File: src/verilog/meifu_cfg.svh
// Constants of the interrupt enable and flag unit: indices, bits, resets
`ifndef MEIFU_CFG_SVH
`define MEIFU_CFG_SVH
// Register indices; byte address is four times the index
`define MEIFU_IDX_INTCTL 7'h0b
`define MEIFU_IDX_FLAGS1 9'h00c
`define MEIFU_IDX_FLAGS2 9'h00d
`define MEIFU_IDX_EN1 9'h08c
`define MEIFU_IDX_EN2 9'h08d
`define MEIFU_IDX_PORT_B_DATA_REG 9'h006
`define MEIFU_IDX_EDGE 9'h01f
// Interrupt control bit positions
`define MEIFU_B_GIE 7
`define MEIFU_B_PERIPH_IRQ_GATE 6
`define MEIFU_B_T0_EN 5
`define MEIFU_B_EXT_EN 4
`define MEIFU_B_PCH_EN 3
`define MEIFU_B_T0_FL 2
`define MEIFU_B_EXT_FL 1
`define MEIFU_B_PCH_FL 0
// First peripheral register bit positions
`define MEIFU_B_ADC 6
`define MEIFU_B_RX 5
`define MEIFU_B_TX 4
`define MEIFU_B_SSP 3
`define MEIFU_B_CCP 2
`define MEIFU_B_T2 1
`define MEIFU_B_T1 0
// Second peripheral register bit positions
`define MEIFU_B_OSC 7
`define MEIFU_B_CMP 6
`define MEIFU_B_EE 4
// Edge select bit in the edge config register
`define MEIFU_B_EDGE 6
// Masks of implemented bits
`define MEIFU_EN1_MASK 8'h7f
`define MEIFU_EN1_NOADC 8'h3f
`define MEIFU_FL1_WMASK 8'h47
`define MEIFU_P2_MASK 8'hd0
// Reset values
`define MEIFU_RST_BYTE 8'h00
`define MEIFU_RST_EDGE 8'h40
`endif

File: src/verilog/meifu_pkg.sv
// Types shared by the interrupt enable and flag unit
package meifu_pkg;
  // Register selected by an APB address
  typedef enum logic [2:0] {
    SEL_NONE = 3'h0,
    SEL_INTCTL = 3'h1,
    SEL_FLAGS1 = 3'h3,
    SEL_EN1 = 3'h2,
    SEL_FLAGS2 = 3'h6,
    SEL_EN2 = 3'h7,
    SEL_PORT_B_DATA_REG = 3'h5,
    SEL_EDGE = 3'h4
  } meifu_sel_t;

  // Mode of the capture/compare unit
  typedef enum logic [1:0] {
    CCP_OFF = 2'h0,
    CCP_CAPTURE = 2'h1,
    CCP_COMPARE = 2'h3,
    CCP_PWM = 2'h2
  } meifu_ccp_mode_t;

  // Event inputs from on-chip peripherals, same clock
  typedef struct packed {
    logic timer0_overflow;
    logic timer1_overflow;
    logic timer2_match;
    logic adc_done;
    logic sync_port_done;
    logic sync_port_clear;
    logic capture_event;
    logic compare_event;
    logic osc_fail;
    logic comparator_change;
    logic eeprom_write_done;
    logic serial_rx_full;
    logic serial_tx_empty;
  } meifu_events_t;
endpackage

File: src/verilog/meifu_top.sv
// Interrupt enable and flag unit with an APB register slave
`include "meifu_cfg.svh"

module meifu_top #(
  parameter bit HAS_ADC = 1'b1 // Variant with a converter
) (
  input wire logic pclk,
  input wire logic presetn,
  input wire logic ce,
  input wire logic psel,
  input wire logic penable,
  input wire logic pwrite,
  input wire logic [11:0] paddr,
  input wire logic [31:0] pwdata,
  output logic pready,
  output logic [31:0] prdata,
  output logic pslverr,
  input wire meifu_pkg::meifu_events_t ev,
  input wire meifu_pkg::meifu_ccp_mode_t ccp_mode,
  input wire logic ext_irq_pin,
  input wire logic [3:0] upper_port_b_pins,
  output logic irq_request
);

  ////////////////////////////////////////////////////////////////////////
  // Address decode

  // Shared by read mux and write strobes
  function automatic meifu_pkg::meifu_sel_t decode(input logic [11:0] a);
    logic [8:0] idx;
    idx = a[10:2];
    if (a[11] || (a[1:0] != 2'b00)) begin
      decode = meifu_pkg::SEL_NONE;
    end else if (idx[6:0] == `MEIFU_IDX_INTCTL) begin
      // Bank bits ignored so every bank sees it
      decode = meifu_pkg::SEL_INTCTL;
    end else if (idx == `MEIFU_IDX_FLAGS1) begin
      decode = meifu_pkg::SEL_FLAGS1;
    end else if (idx == `MEIFU_IDX_FLAGS2) begin
      decode = meifu_pkg::SEL_FLAGS2;
    end else if (idx == `MEIFU_IDX_EN1) begin
      decode = meifu_pkg::SEL_EN1;
    end else if (idx == `MEIFU_IDX_EN2) begin
      decode = meifu_pkg::SEL_EN2;
    end else if (idx == `MEIFU_IDX_PORT_B_DATA_REG) begin
      decode = meifu_pkg::SEL_PORT_B_DATA_REG;
    end else if (idx == `MEIFU_IDX_EDGE) begin
      decode = meifu_pkg::SEL_EDGE;
    end else begin
      decode = meifu_pkg::SEL_NONE;
    end
  endfunction

  meifu_pkg::meifu_sel_t sel; // Decoded register
  logic setup_ph; // APB setup cycle
  logic wr_fire; // Write completes this edge
  logic rd_fire; // Read completes this edge
  logic [7:0] wbyte; // Low byte of write data

  assign sel = decode(paddr);
  assign setup_ph = psel && !penable && ce;
  assign wr_fire = psel && penable && pwrite && ce;
  assign rd_fire = psel && penable && !pwrite && ce;
  assign wbyte = pwdata[7:0];

  // Zero wait state; a low enable stalls the transfer
  assign pready = ce;

  ////////////////////////////////////////////////////////////////////////
  // Pin synchronisers

  logic [4:0] pin_raw; // Bit 4 is the external pin
  logic [4:0] sync1_ff; // First stage, read only by stage two
  logic [4:0] sync2_ff; // Safe to use

  assign pin_raw = {ext_irq_pin, upper_port_b_pins};

  // Two flops per pin against metastability
  genvar gi;
  generate
    for (gi = 0; gi < 5; gi = gi + 1) begin : g_sync
      always_ff @(posedge pclk or negedge presetn) begin
        if (!presetn) begin
          sync1_ff[gi] <= 1'b0;
          sync2_ff[gi] <= 1'b0;
        end else if (ce) begin
          sync1_ff[gi] <= pin_raw[gi];
          sync2_ff[gi] <= sync1_ff[gi];
        end
      end
    end
  endgenerate

  ////////////////////////////////////////////////////////////////////////
  // External pin edge detect

  logic ext_prev_ff; // Last synced pin level
  logic [7:0] edge_cfg_ff; // Edge config register
  logic ext_event; // Selected edge seen

  // Previous level for edge compare
  always_ff @(posedge pclk or negedge presetn) begin
    if (!presetn) begin
      ext_prev_ff <= 1'b0;
    end else if (ce) begin
      ext_prev_ff <= sync2_ff[4];
    end
  end

  // Rising edge when select is one, falling otherwise
  assign ext_event = edge_cfg_ff[`MEIFU_B_EDGE] ?
                     (sync2_ff[4] && !ext_prev_ff) :
                     (!sync2_ff[4] && ext_prev_ff);

  // Edge config register, only the select bit exists
  always_ff @(posedge pclk or negedge presetn) begin
    if (!presetn) begin
      edge_cfg_ff <= `MEIFU_RST_EDGE;
    end else if (wr_fire && sel == meifu_pkg::SEL_EDGE) begin
      edge_cfg_ff <= wbyte & (8'h01 << `MEIFU_B_EDGE);
    end
  end

  ////////////////////////////////////////////////////////////////////////
  // Port change latch

  logic [3:0] port_b_data_reg_latch_ff; // Pin values at last port read
  logic [1:0] prime_ff; // Counts sync fill after reset
  logic pch_mismatch; // Pins differ from latch

  // Latch follows pins until the synchroniser is full, so a
  // pin held high at reset does not flag a false change.
  always_ff @(posedge pclk or negedge presetn) begin
    if (!presetn) begin
      prime_ff <= 2'h0;
    end else if (ce && prime_ff != 2'h3) begin
      prime_ff <= prime_ff + 2'h1;
    end
  end

  // Reading the port register ends the mismatch
  always_ff @(posedge pclk or negedge presetn) begin
    if (!presetn) begin
      port_b_data_reg_latch_ff <= 4'h0;
    end else if (ce && (prime_ff != 2'h3 ||
                 (rd_fire && sel == meifu_pkg::SEL_PORT_B_DATA_REG))) begin
      port_b_data_reg_latch_ff <= sync2_ff[3:0];
    end
  end

  // Any upper pin changed since the last read
  assign pch_mismatch = (prime_ff == 2'h3) && (sync2_ff[3:0] != port_b_data_reg_latch_ff);

  ////////////////////////////////////////////////////////////////////////
  // Interrupt control register

  logic [7:0] intctl_ff; // Gates, core enables, core flags
  logic [7:0] nxt_intctl; // Next value

  // Software write, then hardware sets on top
  always_comb begin
    nxt_intctl = intctl_ff;
    if (wr_fire && sel == meifu_pkg::SEL_INTCTL) begin
      nxt_intctl = wbyte;
    end
    // Sets regardless of any enable
    if (ev.timer0_overflow) begin
      nxt_intctl[`MEIFU_B_T0_FL] = 1'b1;
    end
    if (ext_event) begin
      nxt_intctl[`MEIFU_B_EXT_FL] = 1'b1;
    end
    // Re-set every cycle while mismatched, clear cannot hold
    if (pch_mismatch) begin
      nxt_intctl[`MEIFU_B_PCH_FL] = 1'b1;
    end
  end

  // Control register state
  always_ff @(posedge pclk or negedge presetn) begin
    if (!presetn) begin
      intctl_ff <= `MEIFU_RST_BYTE;
    end else if (ce) begin
      intctl_ff <= nxt_intctl;
    end
  end

  ////////////////////////////////////////////////////////////////////////
  // First peripheral flags and enables

  logic [7:0] fl1_w_ff; // Writable flags: ADC, CCP, T2, T1
  logic [7:0] nxt_fl1_w; // Next value
  logic sync_port_ff; // Read-only sync port flag
  logic [7:0] fl1_view; // Register as software reads it
  logic [7:0] en1_ff; // First enable register
  logic [7:0] fl1_wmask; // Writable bits of this variant
  logic ccp_event; // Mode-qualified CCP event

  // No converter means the ADC bits read zero
  assign fl1_wmask = HAS_ADC ? `MEIFU_FL1_WMASK :
                     (`MEIFU_FL1_WMASK & ~(8'h01 << `MEIFU_B_ADC));

  // Capture or compare per mode, nothing in PWM
  always_comb begin
    case (ccp_mode)
      meifu_pkg::CCP_CAPTURE: ccp_event = ev.capture_event;
      meifu_pkg::CCP_COMPARE: ccp_event = ev.compare_event;
      default: ccp_event = 1'b0;
    endcase
  end

  // Writes store, hardware sets win over clears
  always_comb begin
    nxt_fl1_w = fl1_w_ff;
    if (wr_fire && sel == meifu_pkg::SEL_FLAGS1) begin
      nxt_fl1_w = wbyte;
    end
    if (ev.adc_done) begin
      nxt_fl1_w[`MEIFU_B_ADC] = 1'b1;
    end
    if (ccp_event) begin
      nxt_fl1_w[`MEIFU_B_CCP] = 1'b1;
    end
    if (ev.timer2_match) begin
      nxt_fl1_w[`MEIFU_B_T2] = 1'b1;
    end
    if (ev.timer1_overflow) begin
      nxt_fl1_w[`MEIFU_B_T1] = 1'b1;
    end
    nxt_fl1_w = nxt_fl1_w & fl1_wmask;
  end

  // Writable flag state
  always_ff @(posedge pclk or negedge presetn) begin
    if (!presetn) begin
      fl1_w_ff <= `MEIFU_RST_BYTE;
    end else if (ce) begin
      fl1_w_ff <= nxt_fl1_w;
    end
  end

  // Software cannot write it; the port's own clear does,
  // and a done in the same cycle keeps it set
  always_ff @(posedge pclk or negedge presetn) begin
    if (!presetn) begin
      sync_port_ff <= 1'b0;
    end else if (ce) begin
      if (ev.sync_port_done) begin
        sync_port_ff <= 1'b1;
      end else if (ev.sync_port_clear) begin
        sync_port_ff <= 1'b0;
      end
    end
  end

  // Serial flags are live buffer status, not stored here
  always_comb begin
    fl1_view = fl1_w_ff;
    fl1_view[`MEIFU_B_RX] = ev.serial_rx_full;
    fl1_view[`MEIFU_B_TX] = ev.serial_tx_empty;
    fl1_view[`MEIFU_B_SSP] = sync_port_ff;
  end

  // Bit 7 never stored; ADC enable gone without converter
  always_ff @(posedge pclk or negedge presetn) begin
    if (!presetn) begin
      en1_ff <= `MEIFU_RST_BYTE;
    end else if (wr_fire && sel == meifu_pkg::SEL_EN1) begin
      en1_ff <= wbyte & (HAS_ADC ? `MEIFU_EN1_MASK : `MEIFU_EN1_NOADC);
    end
  end

  ////////////////////////////////////////////////////////////////////////
  // Second peripheral flags and enables

  logic [7:0] fl2_ff; // Oscillator, comparator, EEPROM flags
  logic [7:0] nxt_fl2; // Next value
  logic [7:0] en2_ff; // Second enable register

  // Same write-then-set order as the other flags
  always_comb begin
    nxt_fl2 = fl2_ff;
    if (wr_fire && sel == meifu_pkg::SEL_FLAGS2) begin
      nxt_fl2 = wbyte & `MEIFU_P2_MASK;
    end
    if (ev.osc_fail) begin
      nxt_fl2[`MEIFU_B_OSC] = 1'b1;
    end
    if (ev.comparator_change) begin
      nxt_fl2[`MEIFU_B_CMP] = 1'b1;
    end
    if (ev.eeprom_write_done) begin
      nxt_fl2[`MEIFU_B_EE] = 1'b1;
    end
  end

  // Second flag state
  always_ff @(posedge pclk or negedge presetn) begin
    if (!presetn) begin
      fl2_ff <= `MEIFU_RST_BYTE;
    end else if (ce) begin
      fl2_ff <= nxt_fl2;
    end
  end

  // Only bits 7, 6 and 4 are kept
  always_ff @(posedge pclk or negedge presetn) begin
    if (!presetn) begin
      en2_ff <= `MEIFU_RST_BYTE;
    end else if (wr_fire && sel == meifu_pkg::SEL_EN2) begin
      en2_ff <= wbyte & `MEIFU_P2_MASK;
    end
  end

  ////////////////////////////////////////////////////////////////////////
  // Request to the core

  logic core_pend; // Enabled core source pending
  logic periph_pend; // Enabled peripheral source pending
  logic irq_ff; // Registered request
  logic nxt_irq; // Next request

  // Enables bits 5..3 pair with flags bits 2..0
  assign core_pend = |(intctl_ff[`MEIFU_B_T0_EN:`MEIFU_B_PCH_EN] &
                       intctl_ff[`MEIFU_B_T0_FL:`MEIFU_B_PCH_FL]);
  assign periph_pend = |(en1_ff & fl1_view) || |(en2_ff & fl2_ff);

  // Global gate over all, peripheral gate over peripherals
  assign nxt_irq = intctl_ff[`MEIFU_B_GIE] &&
                   (core_pend || (intctl_ff[`MEIFU_B_PERIPH_IRQ_GATE] && periph_pend));

  // One cycle behind the flags; a flag set before its enable
  // would request at once, so software clears first
  always_ff @(posedge pclk or negedge presetn) begin
    if (!presetn) begin
      irq_ff <= 1'b0;
    end else if (ce) begin
      irq_ff <= nxt_irq;
    end
  end

  assign irq_request = irq_ff;

  ////////////////////////////////////////////////////////////////////////
  // Read data and error

  logic [7:0] rd_byte; // Selected register value
  logic [31:0] prdata_ff; // Read data flop
  logic pslverr_ff; // Error flop

  // Read mux; unused bits read zero
  always_comb begin
    case (sel)
      meifu_pkg::SEL_INTCTL: rd_byte = intctl_ff;
      meifu_pkg::SEL_FLAGS1: rd_byte = fl1_view;
      meifu_pkg::SEL_FLAGS2: rd_byte = fl2_ff;
      meifu_pkg::SEL_EN1: rd_byte = en1_ff;
      meifu_pkg::SEL_EN2: rd_byte = en2_ff;
      meifu_pkg::SEL_PORT_B_DATA_REG: rd_byte = {sync2_ff[3:0], 4'h0};
      meifu_pkg::SEL_EDGE: rd_byte = edge_cfg_ff;
      default: rd_byte = 8'h00;
    endcase
  end

  // Captured in the setup cycle so data comes from a flop
  // while pready stays at zero wait states
  always_ff @(posedge pclk or negedge presetn) begin
    if (!presetn) begin
      prdata_ff <= 32'h00000000;
      pslverr_ff <= 1'b0;
    end else if (setup_ph) begin
      prdata_ff <= {24'h000000, rd_byte};
      pslverr_ff <= (sel == meifu_pkg::SEL_NONE);
    end
  end

  assign prdata = prdata_ff;
  assign pslverr = pslverr_ff;

endmodule
File: config.mk
export PLATFORM = sky130hd
export DESIGN_NAME = meifu_top
export DESIGN_NICKNAME = d
export VERILOG_FILES = /design/src/verilog/meifu_pkg.sv /design/src/verilog/meifu_top.sv
export VERILOG_INCLUDE_DIRS = /design/src /design/src/verilog
export SDC_FILE = /design/constraint.sdc
export NUM_CORES = 1
export LEC_CHECK = 0
export ABC_AREA = 1
export BUFFER_PORTS_ARGS = -buffer_cell sky130_fd_sc_hd__buf_2
export CAP_MARGIN = 20
export CELL_PAD_IN_SITES_DETAIL_PLACEMENT = 2
export CELL_PAD_IN_SITES_GLOBAL_PLACEMENT = 2
export CORE_UTILIZATION = 28
export DETAILED_ROUTE_END_ITERATION = 8
export GPL_TIMING_DRIVEN = 0
export PLACE_DENSITY_LB_ADDON = 0.1
export SLEW_MARGIN = 20
export SYNTH_ARGS = -nofsm -noshare
export SYNTH_HDL_FRONTEND = slang
export SYNTH_SLANG_ARGS = --single-unit
File: constraint.sdc
create_clock -name pclk -period 1.8 [get_ports pclk]
set_input_delay 0.27 -clock pclk [delete_from_list [all_inputs] [get_ports pclk]]
set_output_delay 0.27 -clock pclk [all_outputs]
set_load 0.05 [all_outputs]
==> run_results.csv, run 1 <==
group,metric,value,unit
synth,ys_types,41,
floorplanning,die_area,11950,µm²
place,placed_area,3764,µm²
floorplanning,die_x,109.3,µm
clocking,cts_buffers,5,
clocking,cts_hold_buf,0,
run,drv_cap,0,
floorplanning,start_util,29.23,%
layout,fin_util,35.58,%
power_and_ir_drop,power_leakage,0.002107,µW
timing,hold_viol_final,0,
detailed_routing,avgViaCountPerCell,4.567,
critical_path,path_max_fanout,6,
grt,gr-usage-all-layers,16.90,%
detailed_routing,drc,0,
layout,syn_to_final_growth,21.73,%
synth,synthAdderAreaFrac,0.3880,%
synth,syn_inst,419,
clocking,h-tree-depth,2,
timing,max_freq,600.5,MHz
detailed_routing,drt_iter0_drc,84,
timing,rsz0062_at_grt,"false",
timing,fin_ws,0.1349,ns
detailed_routing,drt_pass1_iterations,4,
timing,worstMarginPinSlew,0.7059,ns
detailed_routing,vias,2946,
grt,grt_start_max_net_pins,55,
clocking,cts.sinks,54,
run_status,status,"finished clean",
floorplanning,die_h,109.3,µm
place,portBuffers,55,
critical_path,critPathCaptureType,"flip-flop",
timing,finalClockSkew,0.009026,ns
place,place_congestion,0.7392,
synth,synthXorXnorAreaFrac,1.358,%
layout,fill_cells,1327,
critical_path,cp-start-kind,"input port",
grt,grt-ovfl-total,0,
synth,synth_compound_area_share,12.07,%
critical_path,crit_type,"in -> reg",
synth,syn_area,3224,µm²
grt,grt_pass1_wl,15.50,mm
critical_path,required,2.02,ns
critical_path,rrSetupSlack,0.43,ns
floorplanning,rows,38,
layout,drive_gt1_share,27.72,%
layout,postLayoutCellArea,3925,µm²
synth,synth_top_family_by_area,"simple AND/OR/NAND/NOR gates",
power_and_ir_drop,p_per_area,756.8,nW/µm²
synth,yosys.area_share.simple,30.77,%
place,hpwlAfterDp,7.471,mm
floorplanning,boundaryPins,105,
clocking,ctsResizeCount,0,
synth,yosysSeqAreaShare,41.95,%
synth,ys_ff_latch,54,
synth,syn_area_per_cell,7.695,µm²
timing,fin_crit_sh,92.51,%
floorplanning,core,11030,µm²
power_and_ir_drop,ir_drop,0.3542,mV
synth,synth_mux_area_share,0.3492,%
clocking,clk_pin_slew,0.08,ns
detailed_routing,finalWirelength,9.388,mm
timing,layout_min_cycle_time,1.665,ns
detailed_routing,wl_per_cell,14.56,µm
clocking,clock_path_buffers,2,
detailed_routing,antenna_left,0,
grt,grt_pass1_vias,3036,
clocking,clockRootBuffer,"clkbuf_16",
critical_path,critPathArrivalTime,1.89,ns
timing,setup_violations,0,
timing,relSlewSlack,52.94,%
layout,final_nets,575,
grt,antenna_found_initial,0,
layout,diodes,0,
clocking,cts_tree,"done",
clocking,post-cts-setup-buffer-count,0,
hold_path,hold_class,"in -> async",
clocking,insertion_delay,0.29,ns
timing,slew_violations,0,
synth,yosys_warnings,0,
place,pre_cts_ws,-0.2416,ns
==> critical path: stages <==
cell     delay [ns]
buf_2          0.12
nor2_4         0.15
nand3_1        0.15
nor2_1         0.15
nor2_2         0.07
nand2_2        0.09
nand2_4        0.08
nor2_4         0.17
nand2_2        0.12
o21ai_0        0.25
o21ai_0        0.17
nand2_1        0.11
==> layout by cell type, fill, tap and decap left out, types with 2 or more instances in the layout <==
cell type	n
a21oi_1	2
a21oi_2	3
a22o_1	3
buf_2	56
buf_4	26
buf_6	2
clkbuf_1	2
clkbuf_16	5
clkinv_2	2
conb_1	24
dfrtp_1	53
inv_1	41
inv_2	2
nand2_1	132
nand2_2	9
nand2_4	4
nand3_1	32
nand4_1	3
nor2_1	29
nor2_2	4
nor2_4	3
nor3_4	2
o21ai_0	21
o21ai_1	9
o21ai_2	13
o21bai_1	3
xnor2_1	4
==> per-layer routing <==
layer	track usage (%)	wire [µm]	part of all wire, %	up-vias
li1	-	-	-	1446
met1	22.70	4503	48	1445
met2	29.34	4588	49	51
met3	2.193	246	2.6	4
met4	2.857	50	0.53	0
met5	0	0	0	-
==> Yosys cell counts, drive strengths merged <==
master  number  area [µm²]
o21bai       3       22.52
o21ai       43       264.0
buf         31       239.0
mux2         1       11.26
inv         44       167.7
a21oi        5       36.29
nor3         4       36.29
clkinv       2       8.750
o21a         1       7.510
nand4        3       18.77
dfstp        1       26.28
nor2        37       180.2
a22o         3       26.28
nand2      145       596.8
a31oi        1       12.51
ha           1       12.51
o211ai       2       20.02
nand3       32       160.2
xnor2        4       35.03
dfrtp       53        1326
clkbuf       1       3.750
conb         1       3.750
xor2         1       8.760
==> stage by stage <==
step / TNS, ns / instances / hold slack, ns / total power (µW)
after floorplan: 0 / 442 / -0.02559 / 1815
after global placement: -5.278 / 637 / 0.4571 / 1978
after detailed placement: -6.309 / 637 / 0.3761 / 2010
after CTS: 0 / 645 / 0.06083 / 2993
after global routing: 0 / 645 / 0.08200 / 3116
final: 0 / 645 / 0.01944 / 2970
==> registers in the layout (all words and copies together), names as in the netlist, 2 cells and up <==
| signal | flops |
|---|---|
| en1_ff | 7 |
| en2_ff | 3 |
| fl1_w_ff | 4 |
| fl2_ff | 3 |
| intctl_ff | 8 |
| port_b_data_reg_latch_ff | 4 |
| prdata | 8 |
| prime_ff | 2 |
| sync1_ff | 5 |
| sync2_ff | 5 |
==> report_power, final <==
| part | total (µW) | internal, µW | switching (µW) |
|---|---|---|---|
| sequential | 1390 | 1320 | 75.8 |
| clock | 988 | 519 | 469 |
| combinational | 591 | 211 | 380 |
==> cell families (layout without fill, tap and decap cells) <==
| family | Yosys count | after routing |
|---|---|---|
| AND/OR/NAND/NOR | 221 | 221 |
| buffers and inverters | 78 | 141 |
| AO/OA/AOI/OAI | 58 | 58 |
| flip-flops | 54 | 54 |
| XOR/XNOR | 5 | 5 |
| adder cells (fa/ha/maj) | 1 | 1 |
| other | 1 | 24 |
| multiplexers | 1 | 1 |
==> area by class of cell <==
class,count,area [µm²],area share (%)
multi-input combinational,310,1558,39.69
sequential,54,1353,34.46
timing repair buffer,55,277.8,7.077
buffer,32,242.7,6.184
inverter,46,176.4,4.495
tap,140,175.2,4.463
clock buffer,6,128.9,3.283
clock inverter,2,13.76,0.3507
==> worst paths after layout <==
path | endpoint | cells after the start | startpoint
max in group asynchronous | fl2_ff[7] | 1 | presetn
min reg2reg | pslverr | 2 | pslverr
min in group pclk | sync1_ff[0] | 3 | upper_port_b_pins[0]
max | prdata[5] | 12 | paddr[6]
max reg2reg | prime_ff[1] | 3 | prime_ff[0]
min | port_b_data_reg_latch_ff[0] | 1 | presetn
(Power assumes the default switching activity.)
==> run 2, diff against run 1 <==
--- a/config.mk
+++ b/config.mk
@@ -6,15 +6,14 @@
 export SDC_FILE = /design/constraint.sdc
 export NUM_CORES = 1
 export LEC_CHECK = 0
-export ABC_AREA = 1
 export BUFFER_PORTS_ARGS = -buffer_cell sky130_fd_sc_hd__buf_2
 export CAP_MARGIN = 20
 export CELL_PAD_IN_SITES_DETAIL_PLACEMENT = 2
 export CELL_PAD_IN_SITES_GLOBAL_PLACEMENT = 2
-export CORE_UTILIZATION = 28
+export CORE_UTILIZATION = 30
 export DETAILED_ROUTE_END_ITERATION = 8
 export GPL_TIMING_DRIVEN = 0
-export PLACE_DENSITY_LB_ADDON = 0.1
+export PLACE_DENSITY = 0.87
 export SLEW_MARGIN = 20
 export SYNTH_ARGS = -nofsm -noshare
 export SYNTH_HDL_FRONTEND = slang
==> run 2 against run 1 <==
The flow now finishes with violations (hold timing, setup timing); total power down 5.7%; combinational power increased by 17%; routed wire length is 18% higher; critical path type unchanged; largest power group unchanged; highest routed layer unchanged.
==> run_results.csv, run 2 <==
group,metric,value,unit
place,place_congestion,0.8018,
synth,synthArstFlopShare,100.0,%
floorplanning,rows,35,
grt,grt_start_max_net_pins,55,
detailed_routing,drt_pass1_iterations,5,
synth,syn_area,2944,µm²
timing,worst_hold_slack,-0.01182,ns
synth,synthTopCellsByCount,"dfrtp_1, mux2_2, nand2_1",
clocking,h-tree-depth,2,
critical_path,path_max_fanout,7,
detailed_routing,antenna_left,0,
clocking,cts_buffers,5,
timing,slew_violations,0,
synth,yosysTopAreaCellShare,45.05,%
grt,grt_pass1_vias,2943,
timing,layout_min_cycle_time,2.166,ns
clocking,cts.sinks,54,
power_and_ir_drop,power_leakage,0.001941,µW
detailed_routing,drt_iter0_drc,96,
grt,antenna_found_initial,0,
synth,post_synth_main_area_contributors,"dfrtp_1, mux2_2, buf_4, nand2_1, a22oi_1",
critical_path,required,1.99,ns
timing,fin_crit_sh,120.3,%
layout,final_cell_mix,"dfrtp_1, buf_2, buf_4",
synth,synth.most_common_cell,"dfrtp_1",
timing,fin_ws,-0.3663,ns
detailed_routing,avgViaCountPerCell,5.168,
floorplanning,start_util,31.42,%
clocking,clk_pin_slew,0.09,ns
layout,final_nets,455,
timing,hold_viol_final,7,
timing,finalClockSkew,0.004420,ns
timing,relSlewSlack,53.74,%
grt,gr-usage-all-layers,21.47,%
timing,setup_violations,37,
floorplanning,boundaryPins,105,
timing,setup_tns,-7.046,ns
grt,grt-ovfl-total,0,
layout,diodes,0,
critical_path,crit_type,"in -> reg",
synth,yosys.area.top_type,"dfrtp_1",
critical_path,cp-start-kind,"input port",
critical_path,rrSetupSlack,0.17,ns
run_status,status,"finished with violations",
critical_path,critPathCaptureType,"flip-flop",
synth,synth_edf_count,0,
layout,multi_input_area,1787,µm²
clocking,clock_path_buffers,2,
clocking,cts_tree,"done",
synth,ys_types,57,
synth,yosys_warnings,0,
detailed_routing,drc,0,
synth,yosysSeqAreaShare,45.94,%
timing,rsz0062_at_grt,"true",
layout,drive_gt1_share,51.44,%
detailed_routing,vias,2646,
clocking,cts_hold_buf,0,
synth,syn_inst,273,
timing,max_freq,461.6,MHz
floorplanning,die_area,10210,µm²
critical_path,critPathArrivalTime,2.36,ns
layout,syn_to_final_growth,43.56,%
layout,fill_cells,988,
power_and_ir_drop,ir_drop,0.3878,mV
detailed_routing,wl_per_cell,21.69,µm
critical_path,r2r-start,"fl2_ff[7]",
detailed_routing,finalWirelength,11.11,mm
clocking,clockRootBuffer,"clkbuf_8",
synth,synth_ff_type,"dfrtp_1",
layout,regArea,1353,µm²
clocking,insertion_delay,0.31,ns
hold_path,hold_class,"in -> async",
grt,grt_pass1_wl,16.30,mm
floorplanning,die_x,101.1,µm
critical_path,r2r-end,"irq_request",
synth,syn_area_per_cell,10.78,µm²
place,hpwlAfterDp,7.372,mm
synth,ys_ff_latch,54,
run,drv_cap,0,
floorplanning,die_h,101.1,µm
critical_path,reg2regPathDepth,5,
floorplanning,core,9371,µm²
place,portBuffers,56,
power_and_ir_drop,p_per_area,662.6,nW/µm²
run_status,violations,"hold timing, setup timing",
timing,worstMarginPinSlew,0.6939,ns
layout,layout_commonest_cell,"dfrtp_1",
==> run 2: cell count changes after synthesis, moves of 12 or more <==
cell	delta
nor2_1	-22
nand3_1	-23
mux2_2	+36
o21ai_2	-12
nand2_1	-103
inv_1	-37
o21ai_0	-12
==> run 2: how the worst max path moves through the flow <==
stage | from | to | slack (ns) | depth (start not counted)
2_1_floorplan | paddr[10] | prdata[6] | -0.41 | 5
3_3_place_gp | paddr[1] | en1_ff[5] | -0.82 | 7
3_5_place_dp | paddr[5] | fl1_w_ff[6] | -0.93 | 7
4_1_cts | paddr[2] | en2_ff[6] | -0.31 | 7
5_1_grt | paddr[5] | en2_ff[6] | -0.40 | 7
6_report | paddr[5] | en2_ff[6] | -0.37 | 7
==> run 2: worst max-delay path: stages <==
cell and delay (ns):
buf_8 0.10, or4b_4 0.56, a211o_4 0.40, a31o_4 0.30
nor4_4 0.23, buf_4 0.20, mux2_4 0.30
==> run 2: layer usage <==
layer | global-route usage [%] | up-vias | wire length, µm
li1 | - | 1178 | -
met4 | 7.915 | 0 | 335
met1 | 25.57 | 1356 | 4533
met2 | 38.83 | 86 | 5830
met3 | 3.259 | 26 | 406
met5 | 0 | - | 0
==> run 2: metrics by stage <==
step / setup slack (ns) / utilization (%) / total power, µW / instances / cell area, µm²
2_1_floorplan: -0.4071 / - / 1844 / 296 / 3127
3_3_place_gp: -0.8159 / 38.08 / 1995 / 481 / 3568
3_5_place_dp: -0.9268 / 38.10 / 2059 / 481 / 3571
4_1_cts: -0.3135 / 42.02 / 2795 / 500 / 3938
5_1_grt: -0.3969 / 45.10 / 2920 / 512 / 4227
6_report: -0.3663 / 45.10 / 2801 / 512 / 4227
==> run 2: what timing repair did <==
item	in CTS	in global routing
pin swaps	13	22
endpoints found under the setup margin	38	36
setup buffers	14	11
hold endpoints to repair	0	0
gates resized for setup	41	42
cloned	0	1
==> run 2: area by class of cell <==
type | instances | share of cell area [%]
Inverter | 4 | 0.3552
Sequential cell | 54 | 32.00
Tap cell | 129 | 3.819
Clock buffer | 6 | 1.954
Multi-Input combinational cell | 205 | 42.27
Timing Repair Buffer | 82 | 13.77
Buffer | 32 | 5.832
==> run 2: power by group <==
group	internal (µW)	total [µW]	switching, µW
clock network	298	685	387
logic	319	691	372
registers	1320	1420	101
==> run 2: kinds of logic after synthesis <==
kind of cell | synth area share (%)
and+or+nand+nor | 14.41
DFF | 45.94
muxes | 16.23
xor gates and xnor gates | 1.785
AOI/OAI and AO/OA | 13.09
adders and majority gates | 0.4249
other | 0.1274
buffers and inverters | 7.990
==> run 3, diff against run 2 <==
--- a/config.mk
+++ b/config.mk
@@ -13,7 +13,7 @@
 export CORE_UTILIZATION = 30
 export DETAILED_ROUTE_END_ITERATION = 8
 export GPL_TIMING_DRIVEN = 0
-export PLACE_DENSITY = 0.87
+export PLACE_DENSITY = 0.89
 export SLEW_MARGIN = 20
 export SYNTH_ARGS = -nofsm -noshare
 export SYNTH_HDL_FRONTEND = slang
==> run 3 against run 2 <==
The flow still finishes with violations (hold timing, setup timing); critical endpoint unchanged; routed wire length grew 8.5%; die area stayed put; sequential cell count unchanged; hold slack better by 0.0033 ns; clock-buffer cell count up 1; critical path depth stayed put; register-to-register slack worse by 0.09 ns; sequential share of layout area is 0.43 points higher; clock power increased by 23%; clock skew grew 0.0020 ns; largest cell class unchanged; worst setup slack worse by 0.045 ns.
==> run_results.csv, run 3 (synthesized netlist as in run 2, its figures left out) <==
group,metric,value,unit
place,place_congestion,0.8123,
power_and_ir_drop,power,2990,µW
layout,fill_cells,998,
critical_path,path_cells,"buf_8, or4b_4, a211o_4, a31o_4, nor4_4, buf_4, mux2_4",
timing,fin_ws,-0.4108,ns
critical_path,critPathArrivalTime,2.41,ns
detailed_routing,antenna_left,0,
floorplanning,boundaryPins,105,
critical_path,required,2.00,ns
place,hpwlAfterDp,6.941,mm
detailed_routing,drt_pass1_iterations,4,
grt,grt_start_max_net_pins,55,
layout,drive_gt1_share,49.22,%
timing,slew_violations,0,
clocking,cts_tree,"done",
timing,fin_crit_sh,122.8,%
clocking,cts.sinks,54,
critical_path,critPathCaptureType,"flip-flop",
critical_path,path_max_fanout,6,
critical_path,critical_path_buf_inv_count,2,
timing,relSlewSlack,53.01,%
timing,hold_viol_final,13,
run_status,status,"finished with violations",
layout,final_nets,454,
layout,syn_to_final_growth,41.65,%
timing,layout_min_cycle_time,2.211,ns
detailed_routing,vias,2705,
detailed_routing,drc,0,
critical_path,cp-start-kind,"input port",
critical_path,r2r-end,"irq_request",
timing,rsz0062_at_grt,"true",
clocking,cts_buffers,5,
floorplanning,die_x,101.1,µm
critical_path,crit_type,"in -> reg",
timing,worst_hold_slack,-0.008540,ns
floorplanning,core,9371,µm²
run_status,violations,"hold timing, setup timing",
clocking,h-tree-depth,2,
detailed_routing,avgViaCountPerCell,5.273,
floorplanning,die_h,101.1,µm
critical_path,cp-endpoint,"en2_ff[6]",
layout,multi_input_area,1737,µm²
layout,layout_commonest_cell,"dfrtp_1",
grt,grt_pass1_vias,2989,
critical_path,r2r-start,"fl2_ff[7]",
layout,final_cells,513,
floorplanning,start_util,31.42,%
layout,regArea,1353,µm²
run,drv_cap,0,
place,dp.cells,481,
clocking,clk_pin_slew,0.10,ns
critical_path,crit_family,"simple AND/OR/NAND/NOR gates",
floorplanning,die_area,10210,µm²
timing,setup_violations,37,
timing,setup_tns,-7.845,ns
detailed_routing,drt_iter0_drc,149,
detailed_routing,wl_per_cell,23.49,µm
hold_path,hold_class,"in -> async",
timing,worstMarginPinSlew,0.7048,ns
grt,antenna_found_initial,0,
place,portBuffers,56,
clocking,clock_path_buffers,2,
critical_path,reg2regPathDepth,5,
critical_path,crit_slowest_cell,"or4b_4",
floorplanning,rows,35,
clocking,clockRootBuffer,"clkbuf_8",
critical_path,critPathMaxStageDelay,0.54,ns
clocking,cts_hold_buf,0,
grt,gr-usage-all-layers,23.28,%
layout,diodes,0,
grt,grt_pass1_wl,17.51,mm
layout,final_cell_mix,"dfrtp_1, buf_2, buf_4",
detailed_routing,finalWirelength,12.05,mm
power_and_ir_drop,power_leakage,0.001940,µW
critical_path,crit_start,"paddr[2]",
power_and_ir_drop,ir_drop,0.3291,mV
timing,finalClockSkew,0.006397,ns
clocking,insertion_delay,0.31,ns
timing,max_freq,452.3,MHz
critical_path,rrSetupSlack,0.08,ns
critical_path,worst-path-stages,7,
power_and_ir_drop,p_per_area,717.1,nW/µm²
grt,grt-ovfl-total,0,
==> run 3: cell count changes in the layout (fill, tap and decap cells not counted), moves of 3 or more <==
cell,change
buf_4,-4
buf_6,+5
mux2_2,+6
mux2_4,-6
nand2_1,+3
nand2_2,-3
==> run 3: cell type report <==
class / instances / share of cell area, %
clock buffers: 7 / 1.830
plain buffers: 32 / 5.551
repair buffers: 80 / 13.59
multi-input cells: 206 / 41.64
well taps: 129 / 3.870
flip-flops and latches: 54 / 32.43
clock inverters: 1 / 0.7201
inverters: 4 / 0.3600
==> run 3: worst min-delay path by stage <==
stage	slack, ns	depth (start not counted)	endpoint
after detailed placement	0.36	1	port_b_data_reg_latch_ff[1]
after CTS	0.03	1	sync1_ff[3]
final	-0.009	1	sync2_ff[2]
after floorplan	-0.03	0	en1_ff[0]
after global placement	0.46	2	pslverr
after global routing	0.05	1	port_b_data_reg_latch_ff[1]
==> run 3: metal layers <==
layer / vias to the layer above / global-route usage, % / wire, µm
met3: 25 / 3.675 / 553
met1: 1397 / 27.83 / 4833
met2: 100 / 42.70 / 6266
li1: 1183 / - / -
met4: 0 / 6.800 / 396
met5: - / 0 / 0
==> run 3: report_power, final <==
group	internal [µW]	switching, µW
clock	418	423
sequential	1320	116
combinational	313	397
==> run 3: through the flow <==
step | hold slack (ns) | utilization (%) | setup slack (ns) | cell area, µm²
after CTS | 0.03040 | 42.67 | -0.2989 | 3999
final | -0.008540 | 44.50 | -0.4108 | 4170
after floorplan | -0.02559 | - | -0.4071 | 3127
after global routing | 0.04734 | 44.50 | -0.4139 | 4170
after detailed placement | 0.3649 | 38.10 | -0.9379 | 3571
after global placement | 0.4605 | 38.08 | -0.8138 | 3568
==> run 3: repair_timing <==
| action | 4_1_cts | 5_1_grt |
|---|---|---|
| pin swaps | 15 | 8 |
| setup buffers | 16 | 6 |
| hold endpoints to repair | 0 | 0 |
| setup endpoints to repair | 38 | 32 |
| resized for setup | 44 | 22 |
| gates cloned | 2 | 1 |
